--- src/inc/vdta_pkg.sv ---
// Purpose: Shared constants for the VLAN read word and priority table access block.
// Assumes: Registers are addressed by their 16-bit register number.
// Notes: All field positions, reset values and register numbers live here.

package vdta_pkg;

  // ----------------------------------------------------------------
  // Register numbers
  // ----------------------------------------------------------------
  localparam int IDX_W = 16;
  localparam logic [15:0] VLAN_RD_WORD_IDX = 16'h180e;
  localparam logic [15:0] VLAN_STATUS_IDX = 16'h1810;
  localparam logic [15:0] PT_CMD_IDX = 16'h1811;
  localparam logic [15:0] PT_WR_IDX = 16'h1812;
  localparam logic [15:0] PT_RD_IDX = 16'h1813;
  localparam logic [15:0] PT_STATUS_IDX = 16'h1814;

  // ----------------------------------------------------------------
  // Field layouts
  // ----------------------------------------------------------------
  localparam int DATA_W = 32;
  localparam int PORTS = 3;
  localparam int VID_W = 12;
  localparam int PVID_W = 18;
  localparam int UNTAG0_BIT = 12;
  localparam int MEMBER0_BIT = 13;
  localparam int PORT_STRIDE = 2;
  localparam int PENDING_BIT = 0;
  localparam int DIR_BIT = 7;
  localparam int INDEX_W = 6;
  localparam int PRIO_W = 3;
  localparam int TABLE_DEPTH = 64;

  // ----------------------------------------------------------------
  // Reset values
  // ----------------------------------------------------------------
  localparam logic [DATA_W-1:0] WORD_RESET = 32'h0000_0000;
  localparam logic [PRIO_W-1:0] PRIO_RESET = 3'h0;
  localparam logic [INDEX_W-1:0] INDEX_RESET = 6'h00;
  localparam logic [PORTS-1:0] PORTS_RESET = 3'h0;

  // Priority table command sequencer states.
  typedef enum logic [1:0] {DS_IDLE, DS_ACCESS, DS_CAPTURE} vdta_ds_state_e;

endpackage : vdta_pkg

--- src/inc/vdta_mem_if.sv ---
// Purpose: Carrier between the access logic and the priority table memory.
// Assumes: Both ends run on core_clk.
// Notes: The command port is used by software commands, the lookup port by ingress.

`timescale 1ns/1ns

interface vdta_mem_if;
  logic cmdEn;
  logic cmdWrite;
  logic [vdta_pkg::INDEX_W-1:0] cmdIndex;
  logic [vdta_pkg::PRIO_W-1:0] cmdWdata;
  logic [vdta_pkg::PRIO_W-1:0] cmdRdata;
  logic [vdta_pkg::INDEX_W-1:0] lookIndex;
  logic [vdta_pkg::PRIO_W-1:0] lookData;

  modport user (
    output cmdEn,
    output cmdWrite,
    output cmdIndex,
    output cmdWdata,
    output lookIndex,
    input cmdRdata,
    input lookData
  );

  modport mem (
    input cmdEn,
    input cmdWrite,
    input cmdIndex,
    input cmdWdata,
    input lookIndex,
    output cmdRdata,
    output lookData
  );
endinterface : vdta_mem_if

--- src/verilog/vdta_prio_mem.sv ---
// Purpose: Sixty-four entry receive priority table with registered read data.
// Assumes: One command access and one lookup per cycle at most.
// Notes: The table contents are not reset; only the read registers are.

`timescale 1ns/1ns

module vdta_prio_mem (
  input wire logic core_clk,
  input wire logic arst_n,
  vdta_mem_if.mem bus
);

  logic [vdta_pkg::PRIO_W-1:0] table_q [vdta_pkg::TABLE_DEPTH];
  logic [vdta_pkg::PRIO_W-1:0] cmdRdata_q;
  logic [vdta_pkg::PRIO_W-1:0] cmdRdata_d;
  logic [vdta_pkg::PRIO_W-1:0] lookData_q;
  logic [vdta_pkg::PRIO_W-1:0] lookData_d;

  // ----------------------------------------------------------------
  // Storage
  // ----------------------------------------------------------------
  // Entries are written only by a write command, so they stay undefined until software fills them.
  always_ff @(posedge core_clk) begin
    if (bus.cmdEn && bus.cmdWrite) begin
      table_q[bus.cmdIndex] <= bus.cmdWdata;
    end
  end

  // Command reads load only on a read access; lookups load every cycle.
  always_comb begin
    cmdRdata_d = cmdRdata_q;
    if (bus.cmdEn && !bus.cmdWrite) begin
      cmdRdata_d = table_q[bus.cmdIndex];
    end
    lookData_d = table_q[bus.lookIndex];
  end

  // Read data registers.
  always_ff @(posedge core_clk or negedge arst_n) begin
    if (!arst_n) begin
      cmdRdata_q <= vdta_pkg::PRIO_RESET;
      lookData_q <= vdta_pkg::PRIO_RESET;
    end else begin
      cmdRdata_q <= cmdRdata_d;
      lookData_q <= lookData_d;
    end
  end

  assign bus.cmdRdata = cmdRdata_q;
  assign bus.lookData = lookData_q;

endmodule : vdta_prio_mem

--- src/verilog/vdta_table_access.sv ---
// Purpose: VLAN read word formatting, VLAN command tracking and priority table access.
// Assumes: Register requests and table side signals come from logic on core_clk.
// Notes: Register reads answer one cycle after the read strobe.

`timescale 1ns/1ns

module vdta_table_access (
  input wire logic core_clk,
  input wire logic arst_n,
  input wire logic [vdta_pkg::IDX_W-1:0] regIdx,
  input wire logic regWrEn,
  input wire logic regRdEn,
  input wire logic [vdta_pkg::DATA_W-1:0] regWdata,
  output logic [vdta_pkg::DATA_W-1:0] regRdata,
  output logic regRvalid,
  input wire logic vlanCmdStart,
  input wire logic vlanCmdRead,
  input wire logic tableSelect,
  output logic vlanTblReq,
  output logic vlanTblReqRead,
  input wire logic vlanTblAck,
  input wire logic [vdta_pkg::PORTS-1:0] vlanEntMember,
  input wire logic [vdta_pkg::PORTS-1:0] vlanEntUntag,
  input wire logic [vdta_pkg::VID_W-1:0] vlanEntVid,
  input wire logic [vdta_pkg::PVID_W-1:0] pvidWord,
  input wire logic [vdta_pkg::PORTS-1:0] matchMember,
  input wire logic [vdta_pkg::PORTS-1:0] matchUntag,
  input wire logic [vdta_pkg::PORTS-1:0] admitOutsider,
  input wire logic [vdta_pkg::PORTS-1:0] egressHybrid,
  output logic [vdta_pkg::PORTS-1:0] portAdmit,
  output logic [vdta_pkg::PORTS-1:0] egressMember,
  output logic [vdta_pkg::PORTS-1:0] tagStrip,
  input wire logic [vdta_pkg::INDEX_W-1:0] tosIndex,
  output logic [vdta_pkg::PRIO_W-1:0] rxPriority
);

  // ----------------------------------------------------------------
  // Functions
  // ----------------------------------------------------------------
  // Builds the VLAN table read word from one entry's fields.
  function automatic logic [vdta_pkg::DATA_W-1:0] packVlanWord(
    input logic [vdta_pkg::PORTS-1:0] member,
    input logic [vdta_pkg::PORTS-1:0] untag,
    input logic [vdta_pkg::VID_W-1:0] vid
  );
    logic [vdta_pkg::DATA_W-1:0] w;
    w = vdta_pkg::WORD_RESET;
    w[vdta_pkg::VID_W-1:0] = vid;
    for (int p = 0; p < vdta_pkg::PORTS; p++) begin
      w[vdta_pkg::MEMBER0_BIT + vdta_pkg::PORT_STRIDE * p] = member[p];
      w[vdta_pkg::UNTAG0_BIT + vdta_pkg::PORT_STRIDE * p] = untag[p];
    end
    return w;
  endfunction : packVlanWord

  // Tells whether a register request targets the given register number.
  function automatic logic hits(
    input logic [vdta_pkg::IDX_W-1:0] idx,
    input logic [vdta_pkg::IDX_W-1:0] target
  );
    return idx == target;
  endfunction : hits

  // ----------------------------------------------------------------
  // Declarations
  // ----------------------------------------------------------------
  logic vlanPending_q;
  logic vlanPending_d;
  logic vlanRead_q;
  logic vlanRead_d;
  logic vlanSel_q;
  logic vlanSel_d;
  logic vlanReq_q;
  logic vlanReq_d;
  logic [vdta_pkg::DATA_W-1:0] vlanWord_q;
  logic [vdta_pkg::DATA_W-1:0] vlanWord_d;
  vdta_pkg::vdta_ds_state_e dsState_q;
  vdta_pkg::vdta_ds_state_e dsState_d;
  logic dsPending_q;
  logic dsPending_d;
  logic dsDir_q;
  logic dsDir_d;
  logic [vdta_pkg::INDEX_W-1:0] dsIndex_q;
  logic [vdta_pkg::INDEX_W-1:0] dsIndex_d;
  logic [vdta_pkg::PRIO_W-1:0] dsWr_q;
  logic [vdta_pkg::PRIO_W-1:0] dsWr_d;
  logic [vdta_pkg::PRIO_W-1:0] dsRd_q;
  logic [vdta_pkg::PRIO_W-1:0] dsRd_d;
  logic [vdta_pkg::DATA_W-1:0] rdata_q;
  logic [vdta_pkg::DATA_W-1:0] rdata_d;
  logic rvalid_q;
  logic rvalid_d;
  logic [vdta_pkg::PORTS-1:0] admit_q;
  logic [vdta_pkg::PORTS-1:0] admit_d;
  logic [vdta_pkg::PORTS-1:0] egress_q;
  logic [vdta_pkg::PORTS-1:0] egress_d;
  logic [vdta_pkg::PORTS-1:0] strip_q;
  logic [vdta_pkg::PORTS-1:0] strip_d;
  logic dsAccept;

  vdta_mem_if memIf ();

  vdta_prio_mem u_mem (
    .core_clk(core_clk),
    .arst_n(arst_n),
    .bus(memIf)
  );

  // ----------------------------------------------------------------
  // VLAN command tracking
  // ----------------------------------------------------------------
  // A start is taken only when idle; the ack clears pending and, for a read command, loads the read word.
  always_comb begin
    vlanPending_d = vlanPending_q;
    vlanRead_d = vlanRead_q;
    vlanSel_d = vlanSel_q;
    vlanReq_d = 1'b0;
    vlanWord_d = vlanWord_q;
    if (!vlanPending_q && vlanCmdStart) begin
      vlanPending_d = 1'b1;
      vlanRead_d = vlanCmdRead;
      vlanSel_d = tableSelect;
      vlanReq_d = 1'b1;
    end else if (vlanPending_q && vlanTblAck) begin
      vlanPending_d = 1'b0;
      if (vlanRead_q) begin
        if (vlanSel_q) begin
          vlanWord_d = vdta_pkg::DATA_W'(pvidWord);
        end else begin
          vlanWord_d = packVlanWord(vlanEntMember, vlanEntUntag, vlanEntVid);
        end
      end
    end
  end

  // VLAN command registers; starts during pending never reach here.
  always_ff @(posedge core_clk or negedge arst_n) begin
    if (!arst_n) begin
      vlanPending_q <= 1'b0;
      vlanRead_q <= 1'b0;
      vlanSel_q <= 1'b0;
      vlanReq_q <= 1'b0;
      vlanWord_q <= vdta_pkg::WORD_RESET;
    end else begin
      vlanPending_q <= vlanPending_d;
      vlanRead_q <= vlanRead_d;
      vlanSel_q <= vlanSel_d;
      vlanReq_q <= vlanReq_d;
      vlanWord_q <= vlanWord_d;
    end
  end

  // ----------------------------------------------------------------
  // Priority table command sequencer
  // ----------------------------------------------------------------
  assign dsAccept = regWrEn && hits(regIdx, vdta_pkg::PT_CMD_IDX) && !dsPending_q;

  // Idle takes a command, access drives the table, capture loads read data.
  always_comb begin
    dsState_d = dsState_q;
    dsDir_d = dsDir_q;
    dsIndex_d = dsIndex_q;
    dsRd_d = dsRd_q;
    dsWr_d = dsWr_q;
    if (regWrEn && hits(regIdx, vdta_pkg::PT_WR_IDX)) begin
      dsWr_d = regWdata[vdta_pkg::PRIO_W-1:0];
    end
    case (dsState_q)
      vdta_pkg::DS_IDLE: begin
        if (dsAccept) begin
          dsDir_d = regWdata[vdta_pkg::DIR_BIT];
          dsIndex_d = regWdata[vdta_pkg::INDEX_W-1:0];
          dsState_d = vdta_pkg::DS_ACCESS;
        end
      end
      vdta_pkg::DS_ACCESS: begin
        dsState_d = vdta_pkg::DS_CAPTURE;
      end
      vdta_pkg::DS_CAPTURE: begin
        if (dsDir_q) begin
          dsRd_d = memIf.cmdRdata;
        end
        dsState_d = vdta_pkg::DS_IDLE;
      end
      default: begin
        dsState_d = vdta_pkg::DS_IDLE;
      end
    endcase
    dsPending_d = dsState_d != vdta_pkg::DS_IDLE;
  end

  // Sequencer registers.
  always_ff @(posedge core_clk or negedge arst_n) begin
    if (!arst_n) begin
      dsState_q <= vdta_pkg::DS_IDLE;
      dsPending_q <= 1'b0;
      dsDir_q <= 1'b0;
      dsIndex_q <= vdta_pkg::INDEX_RESET;
      dsWr_q <= vdta_pkg::PRIO_RESET;
      dsRd_q <= vdta_pkg::PRIO_RESET;
    end else begin
      dsState_q <= dsState_d;
      dsPending_q <= dsPending_d;
      dsDir_q <= dsDir_d;
      dsIndex_q <= dsIndex_d;
      dsWr_q <= dsWr_d;
      dsRd_q <= dsRd_d;
    end
  end

  // Table ports: one command access in the access state, lookup every cycle.
  assign memIf.cmdEn = dsState_q == vdta_pkg::DS_ACCESS;
  assign memIf.cmdWrite = !dsDir_q;
  assign memIf.cmdIndex = dsIndex_q;
  assign memIf.cmdWdata = dsWr_q;
  assign memIf.lookIndex = tosIndex;

  // ----------------------------------------------------------------
  // Register read port
  // ----------------------------------------------------------------
  // Read mux; reserved and unmapped bits read zero.
  always_comb begin
    rvalid_d = regRdEn;
    rdata_d = rdata_q;
    if (regRdEn) begin
      case (regIdx)
        vdta_pkg::VLAN_RD_WORD_IDX: rdata_d = vlanWord_q;
        vdta_pkg::VLAN_STATUS_IDX: rdata_d = vdta_pkg::DATA_W'(vlanPending_q);
        vdta_pkg::PT_CMD_IDX: rdata_d = vdta_pkg::DATA_W'({dsDir_q, 1'b0, dsIndex_q});
        vdta_pkg::PT_WR_IDX: rdata_d = vdta_pkg::DATA_W'(dsWr_q);
        vdta_pkg::PT_RD_IDX: rdata_d = vdta_pkg::DATA_W'(dsRd_q);
        vdta_pkg::PT_STATUS_IDX: rdata_d = vdta_pkg::DATA_W'(dsPending_q);
        default: rdata_d = vdta_pkg::WORD_RESET;
      endcase
    end
  end

  // Read answer registers.
  always_ff @(posedge core_clk or negedge arst_n) begin
    if (!arst_n) begin
      rdata_q <= vdta_pkg::WORD_RESET;
      rvalid_q <= 1'b0;
    end else begin
      rdata_q <= rdata_d;
      rvalid_q <= rvalid_d;
    end
  end

  // ----------------------------------------------------------------
  // Per-port forwarding decisions
  // ----------------------------------------------------------------
  // Membership or admitOutsider gates ingress, membership alone the broadcast domain; untag strips only on hybrid ports.
  always_comb begin
    admit_d = matchMember | admitOutsider;
    egress_d = matchMember;
    strip_d = matchUntag & egressHybrid;
  end

  // Decision registers.
  always_ff @(posedge core_clk or negedge arst_n) begin
    if (!arst_n) begin
      admit_q <= vdta_pkg::PORTS_RESET;
      egress_q <= vdta_pkg::PORTS_RESET;
      strip_q <= vdta_pkg::PORTS_RESET;
    end else begin
      admit_q <= admit_d;
      egress_q <= egress_d;
      strip_q <= strip_d;
    end
  end

  // Outputs, each from a register.
  assign regRdata = rdata_q;
  assign regRvalid = rvalid_q;
  assign vlanTblReq = vlanReq_q;
  assign vlanTblReqRead = vlanRead_q;
  assign portAdmit = admit_q;
  assign egressMember = egress_q;
  assign tagStrip = strip_q;
  assign rxPriority = memIf.lookData;
endmodule : vdta_table_access

--- config.mk ---
export PLATFORM = sky130hd
export DESIGN_NAME = vdta_table_access
export DESIGN_NICKNAME = d
export VERILOG_FILES = /design/src/inc/vdta_pkg.sv /design/src/inc/vdta_mem_if.sv /design/src/verilog/vdta_prio_mem.sv /design/src/verilog/vdta_table_access.sv
export SDC_FILE = /design/constraint.sdc
export NUM_CORES = 1
export LEC_CHECK = 0
export BUFFER_PORTS_ARGS = -buffer_cell sky130_fd_sc_hd__buf_2
export CAP_MARGIN = 20
export CORE_ASPECT_RATIO = 1.2
export CORE_MARGIN = 2
export CORE_UTILIZATION = 40
export CTS_CLUSTER_DIAMETER = 100
export DETAILED_ROUTE_END_ITERATION = 16
export SYNTH_ARGS = -nofsm -noshare
export SYNTH_HDL_FRONTEND = slang
export SYNTH_HIERARCHICAL = 1
export SYNTH_SLANG_ARGS = --single-unit
--- constraint.sdc ---
create_clock -name core_clk -period 2.2 [get_ports core_clk]
set_input_delay 0.11 -clock core_clk [delete_from_list [all_inputs] [get_ports core_clk]]
set_output_delay 0.11 -clock core_clk [all_outputs]
set_load 0.01 [all_outputs]
==> flow_summary.yaml <==
min_path:
  hold_depth: 3
  hold_end: "dsWr_q[0]$_DFFE_PN0P_"
  min_from: "regWrEn"
  hold_class: "in2reg"
global_route:
  grt_max_degree: 66
  grt_pass1_vias: 8923
  overflow: 0
  antenna_found_initial: 0
  grt_pass1_wl_microns: 54800
  use_met3_pct: 3.32
  grt_usage_pct: 21.8
  busiest_layer: "met2"
  grt_use_met2_pct: 38.4
  grtUsageMet1_pct: 26.9
timing:
  final-setup-viol-count: 0
  drv_slew: 0
  fin_setup_tns_ns: 0
  hold_violations: 0
  worst_pin_slew_ns: 0.866
  finalClockSkew_ns: 0.0122
  finalCriticalPeriod_ns: 2.18
  rsz0062_at_grt: "yes"
  slew_headroom_pct: 42.2
  min_period_over_period_pct: 99.1
  whs_ns: 0.0640
  fmax_mhz: 458
synth:
  yosysWarnings: 6
  ys_seq_elements: 264
  synthArstFlopShare_pct: 27.3
  synth-simple-area-share_pct: 7.63
  synth_area_sq_um: 12600
  syn_area_per_cell_sq_um: 15.1
  synth_compound_area_share_pct: 8.31
  synth_edf_count: 192
  syn_inst: 834
  synth_adder_area_share_pct: 0
  synth_top_family_by_area: "multiplexers"
  ys.flop_type: "edfxtp_1"
  ys_types: 65
  seq_area_frac_synth_pct: 60.0
  synth-xor-area-share_pct: 0
  synth.area.mux_share_pct: 20.5
power_and_ir_drop:
  ir_drop_v: 0.000499
  p_leak_nw: 5.37
  p_per_area_nw_per_um2: 698
  design_power_total_mw: 11.1
  power_switching_mw: 2.40
  pwr-share-clk_pct: 42.3
  swShare_pct: 21.6
  power_frac_comb_pct: 7.2
  p_int_mw: 8.67
  seqPwrFrac_pct: 50.5
floorplanning:
  coreArea_sq_um: 31200
  dieArea_sq_um: 33000
  initial_core_util_pct: 40.4
  die_h_microns: 198
  io_pins: 157
  fp-row-count: 71
  die_x_microns: 166
critical_path:
  max_stage_delay_ns: 0.49
  worstSetupPathType: "reg2reg"
  cp_data_arrival_time_ns: 2.61
  cpMostUsedCell: "buf_6"
  r2r-start: "dsIndex_q[1]$_DFFE_PN0P_"
  crit_required_ns: 2.63
  reg2reg_depth: 7
  regToRegEndpoint: "u_mem/bus.cmdRdata[1]$_DFFE_PN0P_"
  crit_chain: "buf_6 -> buf_6 -> mux2_2 -> a221o_1 -> a22oi_2 -> o22ai_2 -> o32a_1"
  crit_slowest_cell: "dfrtp_2"
  end_kind: "flop"
  cp-start-kind: "flop"
  critPathMaxFanout: 6
  r2r_slack_ns: 0.02
clock_network:
  cts_htree_levels: 1
  cts_root_buffer: "clkbuf_16"
  path_clk_slew_ns: 0.07
  clock_sinks: 264
  worstSkewPairLatency_ns: 0.54
  numCtsBuffers: 26
  cts_tree: "done"
  clk_path_buf_depth: 3
outcome:
  status: "complete, no violations"
finish:
  num_antenna_cells: 0
  layout_commonest_cell: "edfxtp_1"
  multi_input_area_sq_um: 4710
  register_area_sq_um: 7580
  finalNetCount: 1193
  fillers: 2608
  layout_common_cells: "edfxtp_1 (192), buf_2 (116), buf_4 (82)"
  drive_gt1_share_pct: 35.9
  syn_to_final_growth_pct: 25.7
place:
  portBuffers: 117
  gp_congestion: 0.918
  hpwl_microns: 25600
detailed_routing:
  ant_nets: 0
  drc_errors: 0
  initialDrtViolationCount: 832
  vias_per_cell: 5.74
  drt-wirelength-per-cell_microns: 24.0
  drtPass1Iterations: 7
  vias: 8636
  wl_microns: 36200
flow_run:
  maxCapViolations: 0
## per-layer routing
metal,up-vias,share of wire (%)
met5,-,0
met4,0,4.2
met3,88,7.1
met2,412,50
met1,4336,39
li1,3800,-
## cell usage after synthesis (4+ instances only)
master	instances	share of area (%)
a2111oi_0	4	0.28
a211oi_1	4	0.24
a21oi_1	8	0.32
a221o_1	8	0.64
a221oi_1	6	0.42
a22o_1	20	1.4
a22oi_1	13	0.77
a31oi_1	4	0.20
a32oi_1	10	0.69
and2_1	11	0.55
and3_1	5	0.25
buf_2	21	0.83
buf_4	21	1.3
buf_6	7	0.63
clkbuf_1	17	0.51
dfrtp_1	72	14
edfxtp_1	192	46
inv_1	4	0.12
mux2_2	45	4.0
mux2i_1	45	3.6
mux4_1	12	2.5
mux4_2	56	10
nand2_1	41	1.2
nand2b_1	4	0.20
nand3_1	11	0.44
nor2_1	78	2.3
nor2b_1	15	0.74
o21ai_0	25	0.99
o22ai_1	10	0.50
o2bb2ai_1	9	0.63
or2_2	4	0.20
## critical path: cells and delay by family (launching register included)
kind                   cells  cell delay [ns]
multiplexers               1             0.35
AO/OA/AOI/OAI              4             0.94
flip-flops                 1             0.49
buffers and inverters      2             0.29
## stage by stage
step,instances,utilization [%],instance area [sq um],setup WS [ns]
3_5_place_dp,1391,45.5,14200,-0.234
5_1_grt,1504,50.8,15800,-0.0244
3_3_place_gp,1391,45.5,14200,-0.223
4_1_cts,1504,50.7,15800,-0.00101
2_1_floorplan,847,-,12700,0.165
6_report,1504,50.8,15800,0.0188
## power groups by stage
stage	sequential (mW)	combinational (mW)	clock, mW
CTS	5.59	0.795	4.78
floorplan	5.66	0.401	0
global placement	5.68	0.629	0
detailed placement	5.69	0.642	0
finish	5.59	0.794	4.69
global route	5.61	0.883	4.96
## cells by family after synthesis
group	Yosys count
mux	160
compound gates	139
buf+inv	76
other cells	1
flops	264
simple gates	194
## registers in the layout, indices dropped and copies added (netlist names)
| register | count |
|---|---|
| dsPending_q | 1 |
| vlanTblReqRead | 1 |
| portAdmit | 3 |
| regRvalid | 1 |
| vlanTblReq | 1 |
| vlanPending_q | 1 |
| dsDir_q | 1 |
| u_mem/table_q | 192 |
| dsState_q | 2 |
| u_mem/bus.lookData | 3 |
| u_mem/bus.cmdRdata | 3 |
| dsRd_q | 3 |
| vlanWord_q | 18 |
| dsWr_q | 3 |
| egressMember | 3 |
| regRdata | 18 |
| dsIndex_q | 6 |
| vlanSel_q | 1 |
| tagStrip | 3 |
## how the worst max path moves through the flow
stage / start / slack (ns) / end / cells past startpoint
after global placement: dsIndex_q[1]$_DFFE_PN0P_ / -0.22 / u_mem/table_q[37][2]$_DFFE_PP_ / 6
after CTS: dsIndex_q[1]$_DFFE_PN0P_ / -0.001 / u_mem/bus.cmdRdata[1]$_DFFE_PN0P_ / 6
after detailed placement: dsIndex_q[1]$_DFFE_PN0P_ / -0.23 / u_mem/table_q[29][1]$_DFFE_PP_ / 6
after global routing: dsIndex_q[1]$_DFFE_PN0P_ / -0.02 / u_mem/bus.cmdRdata[1]$_DFFE_PN0P_ / 7
after floorplan: dsWr_q[0]$_DFFE_PN0P_ / 0.17 / regRdata[0]$_DFFE_PN0P_ / 4
final: dsIndex_q[1]$_DFFE_PN0P_ / 0.02 / u_mem/bus.cmdRdata[1]$_DFFE_PN0P_ / 7
## cell type report
| class | count | share of cell area, % |
|---|---|---|
| clock buffer | 39 | 5.34 |
| inverter | 7 | 0.166 |
| multi-input combinational | 507 | 29.7 |
| clock inverter | 9 | 0.458 |
| sequential | 264 | 47.8 |
| timing repair buffer | 277 | 13.3 |
| tap | 401 | 3.17 |
## repair_timing
action / 4_1_cts / 5_1_grt
gates resized for setup: 10 / 15
hold buffers: 63 / 0
setup buffers: 2 / 0
endpoints found under the setup margin: 83 / 44
endpoints found under the hold margin: 107 / 0
pin swaps: 1 / 1
(Power assumes the default switching activity.)
